**config.mk**
```make
export PLATFORM = sky130hd
export DESIGN_NAME = sfpi_front
export DESIGN_NICKNAME = d
export VERILOG_FILES = /design/src/common/sfpi_pkg.sv /design/src/hdl/sfpi_front.sv /design/src/hdl/sfpi_pin_func.sv /design/src/hdl/sfpi_sync.sv
export SDC_FILE = /design/constraint.sdc
export NUM_CORES = 1
export LEC_CHECK = 0
export BUFFER_PORTS_ARGS = -buffer_cell sky130_fd_sc_hd__buf_2
export CAP_MARGIN = 15
export CORE_MARGIN = 2
export CORE_UTILIZATION = 44
export DETAILED_ROUTE_END_ITERATION = 10
export GPL_TIMING_DRIVEN = 1
export PLACE_DENSITY = 0.72
export SYNTH_ARGS = -nofsm -noshare
export SYNTH_HDL_FRONTEND = slang
export SYNTH_SLANG_ARGS = --single-unit
```
**constraint.sdc**
```tcl
create_clock -name sys_clk -period 3.7 [get_ports sys_clk]
set_input_delay 0.37 -clock sys_clk [delete_from_list [all_inputs] [get_ports sys_clk]]
set_output_delay 0.37 -clock sys_clk [all_outputs]
set_load 0.05 [all_outputs]
```
**src/common/sfpi_pkg.sv**
```systemverilog
package sfpi_pkg;

	typedef enum logic [1:0] {
		SFPI_LANE_SINGLE,
		SFPI_LANE_DUAL,
		SFPI_LANE_QUAD
	} sfpi_lanes_t;

	localparam int SFPI_BYTE_W = 8;
	localparam int SFPI_LANES = 4;
	localparam int SFPI_SYNC_W = 7;
	localparam int SFPI_SR_W = 8;
	localparam int SFPI_SR_LOCK_POS = 7;
	localparam int SFPI_SR_QE_POS = 6;
	localparam int SFPI_SR_BP_LSB = 2;
	localparam int SFPI_SR_BP_W = 4;
	localparam logic [7:0] SFPI_SR_RESET = 8'h00;
	localparam logic [6:0] SFPI_SYNC_INIT = 7'h7F;
	localparam logic [3:0] SFPI_OE_NONE = 4'hF;
	localparam logic [3:0] SFPI_OE_SINGLE = 4'hD;
	localparam logic [3:0] SFPI_OE_DUAL = 4'hC;
	localparam logic [3:0] SFPI_OE_QUAD = 4'h0;
	localparam int SFPI_PAGE_SMALL = 256;
	localparam int SFPI_PAGE_LARGE = 512;
	localparam int SFPI_PAGE_CNT_W = 10;
	localparam int SFPI_BYTE_CNT_W = 16;

endpackage

```
**src/hdl/sfpi_front.sv**
```systemverilog
`timescale 1ns/1ps
// Operation
// - Chip select high deselects, floats outputs, enters standby.
// - Serial input ignored while chip select is high.
// - First instruction needs a chip select falling edge after reset.
// - Single lane input sampled on rising serial clock edges.
// - Single lane output driven from falling serial clock edges.
// - Dual and quad lanes sample on rise, drive from fall.
// - Quad uses protect pin as lane 2, pause pin as lane 3.
// - Lock bit set and protect pin low block protected status writes.
// - Lock bit clear leaves status writable regardless of protect pin.
// - Quad enable turns protect pin into a data lane only.
// - Quad enable removes pause and reset from the shared pin.
// - No dedicated reset: select bit picks pause or reset.
// - Enabled dedicated reset: shared pin only pauses.
// - Disabled dedicated reset: select bit picks pause or reset.
// - Function register bit 0 set disables dedicated reset.
// - Pause suspends transfer, keeps partial sequence, resumes after.
// - Pause while selected floats the serial output.
// - Reset pin low holds reset and floats outputs.
// - Quad command mode moves instruction in two clocks.
// - Page program accepts one byte up to a full page.
// - Double edge transfers use both serial clock edges.
module sfpi_front
	import sfpi_pkg::*;
(
	input wire logic sys_clk,
	input wire logic reset_n,
	input wire logic chip_select_n,
	input wire logic sck,
	input wire logic [3:0] io_lane_in,
	output logic [3:0] io_lane_out,
	output logic [3:0] io_lane_oe_n,
	input wire logic dedicated_reset_n,
	input wire logic has_dedicated_reset,
	input wire logic dedicated_reset_off,
	input wire logic pin_function_select_bit,
	input wire logic quad_command_mode,
	input wire logic double_edge_transfer,
	input wire sfpi_lanes_t data_lanes,
	input wire logic tx_enable,
	input wire logic [7:0] tx_byte,
	input wire logic status_wr_req,
	input wire logic [7:0] status_wr_data,
	input wire logic prog_data_phase,
	input wire logic page_512,
	output logic [7:0] rx_byte,
	output logic rx_valid,
	output logic rx_instr,
	output logic tx_ack,
	output logic [15:0] byte_count,
	output logic [7:0] status_reg,
	output logic status_wr_blocked,
	output logic selected,
	output logic standby,
	output logic paused,
	output logic in_reset,
	output logic [9:0] prog_count,
	output logic prog_full,
	output logic prog_wrap
);
	function automatic logic [3:0] lane_count(input sfpi_lanes_t m);
		case (m)
			SFPI_LANE_DUAL: lane_count = 4'h2;
			SFPI_LANE_QUAD: lane_count = 4'h4;
			default: lane_count = 4'h1;
		endcase
	endfunction

	function automatic logic [7:0] shift_in(input logic [7:0] b,
		input logic [3:0] l, input sfpi_lanes_t m);
		case (m)
			SFPI_LANE_DUAL: shift_in = {b[5:0], l[1:0]};
			SFPI_LANE_QUAD: shift_in = {b[3:0], l};
			default: shift_in = {b[6:0], l[0]};
		endcase
	endfunction

	function automatic logic [3:0] lane_drive(input logic [7:0] b,
		input sfpi_lanes_t m);
		case (m)
			SFPI_LANE_DUAL: lane_drive = {2'h0, b[7:6]};
			SFPI_LANE_QUAD: lane_drive = b[7:4];
			default: lane_drive = {2'h0, b[7], 1'b0};
		endcase
	endfunction

	function automatic logic [3:0] lane_oe(input sfpi_lanes_t m);
		case (m)
			SFPI_LANE_DUAL: lane_oe = SFPI_OE_DUAL;
			SFPI_LANE_QUAD: lane_oe = SFPI_OE_QUAD;
			default: lane_oe = SFPI_OE_SINGLE;
		endcase
	endfunction

	logic [6:0] pins_s;
	logic cs_s, sck_s, rst_pin_s;
	logic [3:0] io_s;
	logic cs_prev_q, sck_prev_q;
	logic cs_fall, cs_rise, sck_rise, sck_fall;
	logic protect_func, pause_func, shared_reset_func, dedicated_reset_func;
	logic dev_reset, sel_now, pause_now, dtr;
	logic sample_edge, drive_edge, do_sample, do_drive;
	logic armed_q, instr_phase_q, dtr_live_q;
	logic [7:0] shift_q, shift_next, tx_shift_q, tx_src;
	logic [3:0] bit_cnt_q, tx_cnt_q, rx_step, tx_step;
	sfpi_lanes_t rx_mode, tx_mode;
	logic [9:0] page_size;
	logic sr_block;

	// Select syncs in low: a pin held low through reset is no fall
	sfpi_sync #(.W(SFPI_SYNC_W), .INIT(SFPI_SYNC_INIT & 7'h3F)) u_sync (
		.clk(sys_clk),
		.reset_n(reset_n),
		.d({chip_select_n, sck, dedicated_reset_n, io_lane_in}),
		.q(pins_s)
	);
	assign cs_s = pins_s[6];
	assign sck_s = pins_s[5];
	assign rst_pin_s = pins_s[4];
	assign io_s = pins_s[3:0];

	sfpi_pin_func u_func (
		.quad_enable_bit(status_reg[SFPI_SR_QE_POS]),
		.has_dedicated_reset(has_dedicated_reset),
		.dedicated_reset_off(dedicated_reset_off),
		.pin_function_select_bit(pin_function_select_bit),
		.protect_func(protect_func),
		.pause_func(pause_func),
		.shared_reset_func(shared_reset_func),
		.dedicated_reset_func(dedicated_reset_func)
	);

	always_ff @(posedge sys_clk or negedge reset_n) begin
		if (!reset_n) begin
			cs_prev_q <= 1'b0;
			sck_prev_q <= 1'b1;
		end else begin
			cs_prev_q <= cs_s;
			sck_prev_q <= sck_s;
		end
	end

	assign cs_fall = cs_prev_q && !cs_s;
	assign cs_rise = !cs_prev_q && cs_s;
	assign sck_rise = !sck_prev_q && sck_s;
	assign sck_fall = sck_prev_q && !sck_s;

	assign dev_reset = (dedicated_reset_func && !rst_pin_s) ||
		(shared_reset_func && !io_s[3]);
	assign sel_now = !cs_s && armed_q && !dev_reset;
	assign pause_now = sel_now && pause_func && !io_s[3];
	assign dtr = double_edge_transfer && dtr_live_q;
	// Both modes 0 and 3 give the same edge roles
	assign sample_edge = sck_rise || (dtr && sck_fall);
	assign drive_edge = sck_fall || (dtr && sck_rise);
	assign do_sample = sel_now && !pause_now && !tx_enable && sample_edge;
	assign do_drive = sel_now && !pause_now && tx_enable && drive_edge;

	// Instruction runs single lane unless quad command mode
	assign rx_mode = instr_phase_q ?
		(quad_command_mode ? SFPI_LANE_QUAD : SFPI_LANE_SINGLE) :
		data_lanes;
	assign tx_mode = data_lanes;
	assign rx_step = lane_count(rx_mode);
	assign tx_step = lane_count(tx_mode);
	assign shift_next = shift_in(shift_q, io_s, rx_mode);
	assign tx_src = (tx_cnt_q == 4'h0) ? tx_byte : tx_shift_q;

	// Armed only by a select edge, so a low level at power-up is not enough
	always_ff @(posedge sys_clk or negedge reset_n) begin
		if (!reset_n) begin
			armed_q <= 1'b0;
		end else if (dev_reset) begin
			armed_q <= 1'b0;
		end else if (cs_fall) begin
			armed_q <= 1'b1;
		end
	end

	always_ff @(posedge sys_clk or negedge reset_n) begin
		if (!reset_n) begin
			shift_q <= 8'h00;
			bit_cnt_q <= 4'h0;
			instr_phase_q <= 1'b1;
			byte_count <= 16'h0000;
			rx_byte <= 8'h00;
			rx_valid <= 1'b0;
			rx_instr <= 1'b0;
			dtr_live_q <= 1'b0;
		end else begin
			rx_valid <= 1'b0;
			rx_instr <= 1'b0;
			// The fall after the last instruction bit carries no data
			dtr_live_q <= dtr_live_q ||
				(sel_now && sck_rise && !instr_phase_q);
			if (cs_rise || dev_reset || cs_s) begin
				bit_cnt_q <= 4'h0;
				dtr_live_q <= 1'b0;
				byte_count <= 16'h0000;
				instr_phase_q <= 1'b1;
			end else if (do_sample) begin
				shift_q <= shift_next;
				if (bit_cnt_q + rx_step == 4'h8) begin
					bit_cnt_q <= 4'h0;
					rx_byte <= shift_next;
					rx_valid <= 1'b1;
					rx_instr <= instr_phase_q;
					instr_phase_q <= 1'b0;
					byte_count <= byte_count + 16'h0001;
				end else begin
					bit_cnt_q <= bit_cnt_q + rx_step;
				end
			end
		end
	end

	always_ff @(posedge sys_clk or negedge reset_n) begin
		if (!reset_n) begin
			tx_shift_q <= 8'h00;
			tx_cnt_q <= 4'h0;
			tx_ack <= 1'b0;
			io_lane_out <= 4'h0;
		end else begin
			tx_ack <= 1'b0;
			if (cs_rise || dev_reset || cs_s) begin
				tx_cnt_q <= 4'h0;
			end else if (do_drive) begin
				io_lane_out <= lane_drive(tx_src, tx_mode);
				tx_shift_q <= tx_src << tx_step;
				tx_ack <= (tx_cnt_q == 4'h0);
				tx_cnt_q <= (tx_cnt_q + tx_step == 4'h8) ? 4'h0 :
					tx_cnt_q + tx_step;
			end
		end
	end

	// Lanes float when deselected, paused or reset
	always_ff @(posedge sys_clk or negedge reset_n) begin
		if (!reset_n) begin
			io_lane_oe_n <= SFPI_OE_NONE;
		end else if (!sel_now || pause_now || !tx_enable) begin
			io_lane_oe_n <= SFPI_OE_NONE;
		end else if (do_drive) begin
			io_lane_oe_n <= lane_oe(tx_mode);
		end
	end

	assign sr_block = status_reg[SFPI_SR_LOCK_POS] && protect_func &&
		!io_s[2];

	// All eight status bits are held here, written together from status_wr_data
	always_ff @(posedge sys_clk or negedge reset_n) begin
		if (!reset_n) begin
			status_reg <= SFPI_SR_RESET;
			status_wr_blocked <= 1'b0;
		end else begin
			status_wr_blocked <= 1'b0;
			if (status_wr_req && !dev_reset) begin
				if (sr_block) begin
					status_wr_blocked <= 1'b1;
				end else begin
					status_reg <= status_wr_data;
				end
			end
		end
	end

	assign page_size = page_512 ? 10'(SFPI_PAGE_LARGE) :
		10'(SFPI_PAGE_SMALL);

	// Extra bytes wrap to the page start rather than spill over
	always_ff @(posedge sys_clk or negedge reset_n) begin
		if (!reset_n) begin
			prog_count <= 10'h000;
			prog_full <= 1'b0;
			prog_wrap <= 1'b0;
		end else begin
			prog_wrap <= 1'b0;
			if (cs_rise || dev_reset) begin
				prog_count <= 10'h000;
				prog_full <= 1'b0;
			end else if (do_sample && prog_data_phase &&
				bit_cnt_q + rx_step == 4'h8) begin
				if (prog_full) begin
					prog_wrap <= 1'b1;
					prog_count <= 10'h001;
					prog_full <= (page_size == 10'h001);
				end else begin
					prog_count <= prog_count + 10'h001;
					prog_full <= (prog_count + 10'h001 == page_size);
				end
			end
		end
	end

	always_ff @(posedge sys_clk or negedge reset_n) begin
		if (!reset_n) begin
			selected <= 1'b0;
			standby <= 1'b1;
			paused <= 1'b0;
			in_reset <= 1'b0;
		end else begin
			selected <= sel_now;
			standby <= cs_s || dev_reset;
			paused <= pause_now;
			in_reset <= dev_reset;
		end
	end

	a_deselect_hiz: assert property (@(posedge sys_clk)
		disable iff (!reset_n) cs_s |=> io_lane_oe_n == SFPI_OE_NONE)
		else $error("lanes driven while deselected");

	a_ignore_deselect: assert property (@(posedge sys_clk)
		disable iff (!reset_n) cs_s |=> !rx_valid)
		else $error("byte taken while deselected");

	a_need_cs_fall: assert property (@(posedge sys_clk)
		disable iff (!reset_n) !armed_q && !cs_fall |=> !armed_q)
		else $error("armed without select edge");

	a_rise_sample: assert property (@(posedge sys_clk)
		disable iff (!reset_n) rx_valid && !$past(dtr) |-> $past(sck_rise))
		else $error("byte completed off a rising edge");

	a_fall_drive: assert property (@(posedge sys_clk)
		disable iff (!reset_n) tx_ack && !$past(dtr) |-> $past(sck_fall))
		else $error("output loaded off a falling edge");

	a_quad_instr: assert property (@(posedge sys_clk)
		disable iff (!reset_n)
		rx_instr && $past(quad_command_mode) |-> $past(rx_step) == 4'h4)
		else $error("quad instruction not four lanes");

	a_status_locked: assert property (@(posedge sys_clk)
		disable iff (!reset_n)
		status_wr_req && !dev_reset && status_reg[SFPI_SR_LOCK_POS] &&
		!status_reg[SFPI_SR_QE_POS] && !io_s[2]
		|=> status_wr_blocked && $stable(status_reg))
		else $error("locked status changed");

	a_status_open: assert property (@(posedge sys_clk)
		disable iff (!reset_n)
		status_wr_req && !dev_reset && !status_reg[SFPI_SR_LOCK_POS]
		|=> status_reg == $past(status_wr_data))
		else $error("unlocked status write lost");

	a_pause_hiz: assert property (@(posedge sys_clk)
		disable iff (!reset_n) pause_now |=> io_lane_oe_n[1] && paused)
		else $error("output driven during pause");

	a_reset_hiz: assert property (@(posedge sys_clk)
		disable iff (!reset_n)
		dev_reset |=> in_reset && io_lane_oe_n == SFPI_OE_NONE)
		else $error("output driven in reset");

	a_cs_clear: assert property (@(posedge sys_clk)
		disable iff (!reset_n)
		cs_rise |=> bit_cnt_q == 4'h0 && byte_count == 16'h0000)
		else $error("counters kept after deselect");

endmodule // sfpi_front

```
**src/hdl/sfpi_pin_func.sv**
```systemverilog
`timescale 1ns/1ps
module sfpi_pin_func (
	input wire logic quad_enable_bit,
	input wire logic has_dedicated_reset,
	input wire logic dedicated_reset_off,
	input wire logic pin_function_select_bit,
	output logic protect_func,
	output logic pause_func,
	output logic shared_reset_func,
	output logic dedicated_reset_func
);
	logic shared_follows_sel;

	// Quad lanes take both shared pins
	assign protect_func = !quad_enable_bit;
	assign shared_follows_sel = !has_dedicated_reset || dedicated_reset_off;
	assign shared_reset_func = !quad_enable_bit && shared_follows_sel &&
		pin_function_select_bit;
	assign pause_func = !quad_enable_bit && !shared_reset_func;
	assign dedicated_reset_func = has_dedicated_reset &&
		!dedicated_reset_off;
endmodule // sfpi_pin_func

```
**src/hdl/sfpi_sync.sv**
```systemverilog
`timescale 1ns/1ps
module sfpi_sync #(
	parameter int W = 1,
	parameter logic [W-1:0] INIT = '0
) (
	input wire logic clk,
	input wire logic reset_n,
	input wire logic [W-1:0] d,
	output logic [W-1:0] q
);
	logic [W-1:0] meta_q;

	always_ff @(posedge clk or negedge reset_n) begin
		if (!reset_n) begin
			meta_q <= INIT;
			q <= INIT;
		end else begin
			meta_q <= d;
			q <= meta_q;
		end
	end
endmodule // sfpi_sync

```
==> results of run 1 <==
## through the flow
stage	TNS [ns]	cells	worst slack, ns	power (W)
after global placement	0	721	0.272	0.00168
after detailed placement	0	721	0.0475	0.00169
after floorplan	0	496	0.402	0.00156
after global routing	-0.00904	738	-0.00904	0.00274
final	0	738	0.208	0.00263
after CTS	0	737	0.0242	0.00266
## cell usage in the layout (no fill, tap or decap), drive strengths merged, types with 9 or more instances in the layout
cell type and instances:
a21oi 22, o31ai 16, mux2 18, nand2 60
dfstp 18, clkbuf 10, ha 14, o21ai 18
buf 105, nor2 28, dfrtp 83, nand3 17
or4 9, inv 24
## area by class of cell
class	count	share of cell area, %
clock buffer	10	3.74
clock inverter	6	1.12
inverter	23	1.41
multi-input combinational	350	40.1
sequential	101	41.7
tap	143	2.92
timing repair buffer	105	9.04
## per-layer routing
| metal | routed length [µm] | share of wire (%) | up-vias |
|---|---|---|---|
| li1 | - | - | 2018 |
| met1 | 5230 | 44 | 2048 |
| met2 | 5800 | 49 | 121 |
| met3 | 671 | 5.7 | 8 |
| met4 | 86 | 0.73 | 0 |
| met5 | 0 | 0 | - |
## cell usage after synthesis (3+ instances only)
| library cell | number | area share (%) |
|---|---|---|
| dfrtp_1 | 83 | 40 |
| nand2_1 | 60 | 4.4 |
| nor2_1 | 27 | 2.0 |
| a21oi_1 | 22 | 2.1 |
| inv_1 | 21 | 1.5 |
| dfstp_2 | 18 | 9.2 |
| mux2_2 | 18 | 3.9 |
| nand3_1 | 17 | 1.6 |
| o21ai_0 | 17 | 1.6 |
| clkbuf_1 | 16 | 1.2 |
| o31ai_1 | 16 | 2.3 |
| ha_1 | 14 | 3.4 |
| or4_1 | 9 | 1.3 |
| mux2i_1 | 8 | 1.6 |
| nand2b_1 | 8 | 0.97 |
| nand4_1 | 8 | 0.97 |
| a22oi_1 | 7 | 1.0 |
| and3_1 | 7 | 0.85 |
| nor3_1 | 7 | 0.68 |
| a22o_1 | 6 | 1.0 |
| a31oi_1 | 6 | 0.73 |
| and2_1 | 6 | 0.73 |
| a21o_1 | 5 | 0.73 |
| a31o_2 | 5 | 0.85 |
| mux4_2 | 5 | 2.2 |
| nor2b_1 | 5 | 0.61 |
| or2_2 | 5 | 0.61 |
| a211oi_1 | 4 | 0.58 |
| buf_4 | 4 | 0.58 |
| nor4_1 | 4 | 0.48 |
| o211ai_1 | 4 | 0.58 |
| or3_1 | 4 | 0.48 |
| a211o_1 | 3 | 0.51 |
| and4_1 | 3 | 0.51 |
| nand3b_1 | 3 | 0.44 |
| o21a_1 | 3 | 0.44 |
| xnor2_1 | 3 | 0.51 |
## power groups by stage
stage	combinational, W	clock, W	sequential (W)
3_3_place_gp	0.000411	0	0.00127
2_1_floorplan	0.000197	0	0.00136
3_5_place_dp	0.000422	0	0.00127
4_1_cts	0.000423	0.000980	0.00125
6_report	0.000421	0.000953	0.00125
5_1_grt	0.000459	0.00102	0.00126
## what timing repair did
item | 4_1_cts | 5_1_grt
endpoints found under the setup margin | 0 | 18
buffers inserted | 0 | 1
gates resized for setup | 0 | 4
## logic make-up after synthesis
| group | share of synthesized area (%) |
|---|---|
| adder cells (fa/ha/maj) | 4.17 |
| multiplexers | 7.66 |
| flip-flops | 49.4 |
| XOR/XNOR | 0.509 |
| buffers and inverters | 3.73 |
| AO/OA/AOI/OAI | 16.8 |
| AND/OR/NAND/NOR | 17.7 |
## worst max path at each step
stage,slack [ns],to,from
finish,0.21,prog_count[7],instr_phase_q
CTS,0.02,byte_count[15],instr_phase_q
floorplan,0.40,byte_count[15],instr_phase_q
global placement,0.27,byte_count[13],instr_phase_q
detailed placement,0.05,byte_count[9],instr_phase_q
global route,-0.009,prog_count[7],instr_phase_q
==> impl_metrics.py, run 1 <==
metrics = {
    "outcome": {
        "outcome": "completed",
    },
    "floorplanning": {
        "start_util_pct": 45.2,
        "die-area_mm2": 0.0126,
        "die_h_um": 112,
        "io_pins": 96,
        "fp.coreArea_mm2": 0.0114,
        "rows": 39,
        "die_w_um": 112,
    },
    "synthesis": {
        "synth_edf_count": 0,
        "avgSynthCellArea_um2": 10.4,
        "yosysUniqueCellTypes": 64,
        "seq_area_frac_synth_pct": 49.4,
        "ys_ff_latch": 101,
        "ys_warn_count": 0,
        "netlist_instances": 496,
        "async_flop_share_pct": 100,
        "synth_flop_cell": "dfrtp_1",
        "synth_area_mm2": 0.00516,
        "syn-num-nets": 548,
    },
    "final_layout": {
        "n_fill_cell": 1033,
        "final_layout_size_suffix_gt1_share_pct": 30.3,
        "regMostFlops": "byte_count",
        "multi_input_area_mm2": 0.00245,
        "postLayoutCellArea_mm2": 0.00612,
        "area_growth_pct": 18.5,
        "final_util_pct": 53.6,
        "antenna_cells": 0,
        "largest_reg_flops": 16,
        "nets": 642,
        "largestRegisters": "byte_count x16, prog_count x10",
        "regArea_mm2": 0.00255,
    },
    "sta": {
        "hold-worst-slack_ns": 0.0881,
        "worstMarginPinSlew_ns": 0.767,
        "fin_crit_ns": 3.49,
        "post-route-period-util_pct": 94.4,
        "finClkSkew_ns": 0.0108,
        "setup-violations-final": 0,
        "slew_viol_final": 0,
        "hold_viol": 0,
        "max-slew-margin-rel_pct": 48.9,
        "fmax_mhz": 286,
    },
    "clock_tree": {
        "cts_max_level": 3,
        "cts_tree": "built",
        "cts_max_path_buffers": 2,
        "worstSkewPairLatency_ns": 0.35,
        "cts_hold_buf": 0,
        "clock-sinks": 101,
        "cts_root_buf": "clkbuf_16",
        "clkTransAtPathRegs_ns": 0.07,
        "cts_buffers": 9,
    },
    "detailed_routing": {
        "antenna_left": 0,
        "routedWlPerCell_um": 16.0,
        "finalWirelength_mm": 11.8,
        "drt_iter0_markers": 260,
        "post_drt_via_cell_ratio": 5.68,
        "vias": 4195,
        "drc": 0,
        "firstDrtPassIters": 5,
    },
    "setup_path": {
        "crit_cells": 11,
        "path_max_fanout": 9,
        "r2r-start": "instr_phase_q",
        "crit_chain": "inv_1 > a21boi_0 > buf_4 > inv_1 > ha_1 > ha_2 > a21oi_1 > a2111oi_4 > o211ai_2 > and2_1 > a211o_1",
        "r2r_end": "prog_count[7]",
        "required_ns": 3.93,
        "critPathMostFrequentCell": "inv_1",
        "critPathKind": "flip-flop to flip-flop",
        "end_kind": "flip-flop",
        "r2r_cells": 11,
        "cpLargestDelayFamily": "compound AO/OA/AOI/OAI gates",
        "reg2reg_slack_ns": 0.21,
        "slowest_stage": "dfstp_2",
        "critPathMaxStageDelay_ns": 0.54,
        "critPathLaunchType": "flip-flop",
        "crit_arrival_ns": 3.72,
        "crit_buf_inv": 3,
    },
    "global_routing": {
        "met3_usage_pct": 5.40,
        "grt-ovfl-total": 0,
        "grt_util_met1_pct": 25.4,
        "grt_pass1_wl_mm": 19.8,
        "grt_busiest_layer": "met2",
        "use_met2_pct": 31.5,
        "grt_max_degree": 61,
        "grt_use_total_pct": 19.1,
        "grt_pass1_vias": 4102,
        "antenna_found_initial": 0,
    },
    "placed_design": {
        "port_buffers": 95,
        "placed_cell_area_mm2": 0.00579,
        "place_hpwl_mm": 8.46,
        "finalWeightedCongestion": 0.865,
    },
    "power_and_ir_drop": {
        "combPwrFrac_pct": 16.0,
        "p_int_w": 0.00187,
        "seqPwrFrac_pct": 47.7,
        "leakagePower_nw": 2.90,
        "power.density_mw_per_mm2": 430,
        "power_frac_clock_pct": 36.3,
        "ir_worst_vdd_mv": 0.469,
        "switching_share_pct": 28.9,
        "power_switching_w": 0.000760,
    },
    "flow_run": {
        "drv_cap": 0,
    },
    "min_path": {
        "worstHoldPathType": "input port to async pin",
    },
}
(Power assumes the default switching activity.)
==> run 2: changes to the inputs <==
--- a/config.mk
+++ b/config.mk
@@ -14,4 +14,5 @@
 export PLACE_DENSITY = 0.72
 export SYNTH_ARGS = -nofsm -noshare
 export SYNTH_HDL_FRONTEND = slang
+export SYNTH_HIERARCHICAL = 1
 export SYNTH_SLANG_ARGS = --single-unit
==> run 2 against run 1 <==
Clock skew down 0.0024 ns. Non-clock buffer count rose by 4. Critical endpoint is now byte_count[13]. Utilization about the same. Synthesized cell count is 0.81% higher. Highest routed layer unchanged. Combinational power about the same.
==> impl_metrics.py, run 2 <==
metrics = {
    "outcome": {
        "outcome": "completed",
    },
    "detailed_routing": {
        "wl_met2_mm": 5.54,
        "finalWirelength_mm": 11.7,
        "highest_layer": "met4",
        "met1Wirelength_mm": 5.33,
        "drc": 0,
        "dr_wl_met3_um": 573,
        "routedWlPerCell_um": 15.6,
        "antenna_left": 0,
        "drt_iter0_markers": 305,
        "firstDrtPassIters": 5,
        "post_drt_via_cell_ratio": 5.52,
        "vias": 4131,
    },
    "synthesis": {
        "synth_area_mm2": 0.00509,
        "synth_flop_cell": "dfrtp_1",
        "seq_area_frac_synth_pct": 50.1,
        "synth.most_common_cell": "dfrtp_1",
        "async_flop_share_pct": 100,
        "ys_warn_count": 6,
        "yosysUniqueCellTypes": 66,
        "syn-num-nets": 552,
        "synthTopCellsByCount": "83 x dfrtp_1, 71 x nand2_1, 26 x nand3_1",
        "synth_top_area_share_pct": 40.8,
        "synth_area_leaders": "dfrtp_1 41%, dfstp_2 9.3%, nand2_1 5.2%",
        "ys_ff_latch": 101,
        "avgSynthCellArea_um2": 10.2,
        "netlist_instances": 500,
        "synth_edf_count": 0,
        "yosysTopAreaCell": "dfrtp_1",
    },
    "setup_path": {
        "end_kind": "flip-flop",
        "required_ns": 3.98,
        "worstSetupEndpoint": "byte_count[13]",
        "critPathKind": "flip-flop to flip-flop",
        "r2r_end": "byte_count[13]",
        "critPathMostFrequentCell": "ha_1",
        "path_max_fanout": 10,
        "critPathLaunchType": "flip-flop",
        "crit_cells": 13,
        "r2r-start": "instr_phase_q",
        "crit_buf_inv": 2,
        "cpLargestDelayFamily": "simple AND/OR/NAND/NOR gates",
        "critPathMaxStageDelay_ns": 0.54,
        "crit_arrival_ns": 3.68,
        "r2r_cells": 13,
        "reg2reg_slack_ns": 0.30,
        "crit_chain": "nand2_1 > a21boi_1 > ha_1 > ha_1 > inv_1 > fa_1 > xor2_1 > nand3b_1 > nor4_4 > buf_4 > nand2_4 > or4_1 > a21oi_1",
        "worstSetupStartpoint": "instr_phase_q",
        "slowest_stage": "dfstp_2",
    },
    "global_routing": {
        "grt-ovfl-total": 0,
        "grt_pass1_wl_mm": 19.5,
        "grt_use_total_pct": 19.1,
        "grt_pass1_vias": 4048,
        "antenna_found_initial": 0,
        "grt_max_degree": 56,
    },
    "final_layout": {
        "final_common_cell": "buf_2",
        "final_layout_size_suffix_gt1_share_pct": 28.6,
        "nets": 652,
        "multi_input_area_mm2": 0.00239,
        "most-common-layout-cells": "94 x buf_2, 83 x dfrtp_1, 71 x nand2_1, 25 x nor2_1, 25 x nand3_1",
        "largest_reg_flops": 16,
        "regArea_mm2": 0.00255,
        "antenna_cells": 0,
        "largestRegisters": "byte_count x16, prog_count x10",
        "regMostFlops": "byte_count",
        "n_fill_cell": 1019,
        "area_growth_pct": 19.9,
    },
    "clock_tree": {
        "cts_tree": "built",
        "cts_buffers": 9,
        "worstSkewPairLatency_ns": 0.35,
        "cts_hold_buf": 0,
        "clock-sinks": 101,
        "clkTransAtPathRegs_ns": 0.07,
        "cts_max_path_buffers": 2,
        "cts_root_buf": "clkbuf_16",
        "cts_max_level": 3,
    },
    "floorplanning": {
        "io_pins": 96,
        "die_w_um": 112,
        "die-area_mm2": 0.0124,
        "start_util_pct": 44.7,
        "fp.coreArea_mm2": 0.0114,
        "rows": 39,
        "die_h_um": 112,
    },
    "placed_design": {
        "port_buffers": 95,
        "finalWeightedCongestion": 0.891,
        "place_hpwl_mm": 8.37,
    },
    "sta": {
        "worstMarginPinSlew_ns": 0.777,
        "finClkSkew_ns": 0.00833,
        "fin_crit_ns": 3.40,
        "setup-violations-final": 0,
        "post-route-period-util_pct": 92.0,
        "max-slew-margin-rel_pct": 48.2,
        "fmax_mhz": 294,
        "rsz0062_at_grt": "no",
        "fin_tns_setup_ns": 0,
        "hold_viol": 0,
        "slew_viol_final": 0,
    },
    "power_and_ir_drop": {
        "leakagePower_nw": 2.93,
        "finalPower_w": 0.00266,
        "power.density_mw_per_mm2": 436,
        "ir_worst_vdd_mv": 0.483,
    },
    "flow_run": {
        "drv_cap": 0,
    },
    "min_path": {
        "worstHoldPathType": "input port to async pin",
    },
}
[run 2: changes by cell type in the layout (fill, tap and decap cells not counted), sizes merged, moves of 5 or more]
cell	change
a22o	-5
a32o	+7
xor2	+5
nand3	+10
nand4	+5
nand2	+12
o31ai	-5
mux2i	+13
mux4	-5
o21ai	+9
mux2	-5
[run 2: worst min path at each step]
stage               cells after the start                to
floorplan                               0           armed_q
global placement                        0       u_sync/q[6]
detailed placement                      0       u_sync/q[2]
CTS                                     1    byte_count[14]
global route                            1  u_sync/meta_q[3]
finish                                  1     byte_count[4]
[run 2: logic make-up after synthesis]
kind of cell / share of synthesized area, %
DFF: 50.1
and+or+nand+nor: 19.9
xor gates and xnor gates: 1.38
adders and majority gates: 4.23
AOI/OAI and AO/OA: 14.2
buffers and inverters: 3.17
muxes: 7.01
[run 2: timing repair]
item | CTS | global route
gates resized for setup | 0 | 2
endpoints found under the setup margin | 0 | 6
endpoints found under the hold margin | 0 | 0
setup buffers | 0 | 2
[run 2: layout make-up]
type / count / area share, %
clock buffers: 11 / 4.15
multi-input cells: 358 / 39.1
inverters: 21 / 1.33
flip-flops and latches: 101 / 41.8
clock inverters: 5 / 1.05
well taps: 143 / 2.94
repair buffers: 109 / 9.56
[run 2: power by group]
part	switching [W]	internal (W)	total (W)
combinational	0.000287	0.000136	0.000422
clock	0.000416	0.000567	0.000983
sequential	0.0000559	0.00120	0.00125
[run 2: routing by layer]
| metal | up-vias | track usage (%) |
|---|---|---|
| met5 | - | 0 |
| met4 | 0 | 7.33 |
| met3 | 20 | 4.57 |
| met2 | 102 | 30.6 |
| met1 | 2005 | 25.4 |
| li1 | 2004 | - |
[run 2: metrics by stage]
step / std cells / util (%) / hold slack [ns] / cell area, µm² / setup WS (ns)
detailed placement: 730 / 50.7 / 0.347 / 5760 / 0.187
CTS: 746 / 53.4 / 0.102 / 6080 / 0.186
finish: 748 / 53.6 / 0.0725 / 6100 / 0.298
global route: 748 / 53.6 / 0.0999 / 6100 / 0.0891
floorplan: 500 / - / 0.0744 / 5090 / 0.469
global placement: 730 / 50.7 / 0.334 / 5760 / 0.336
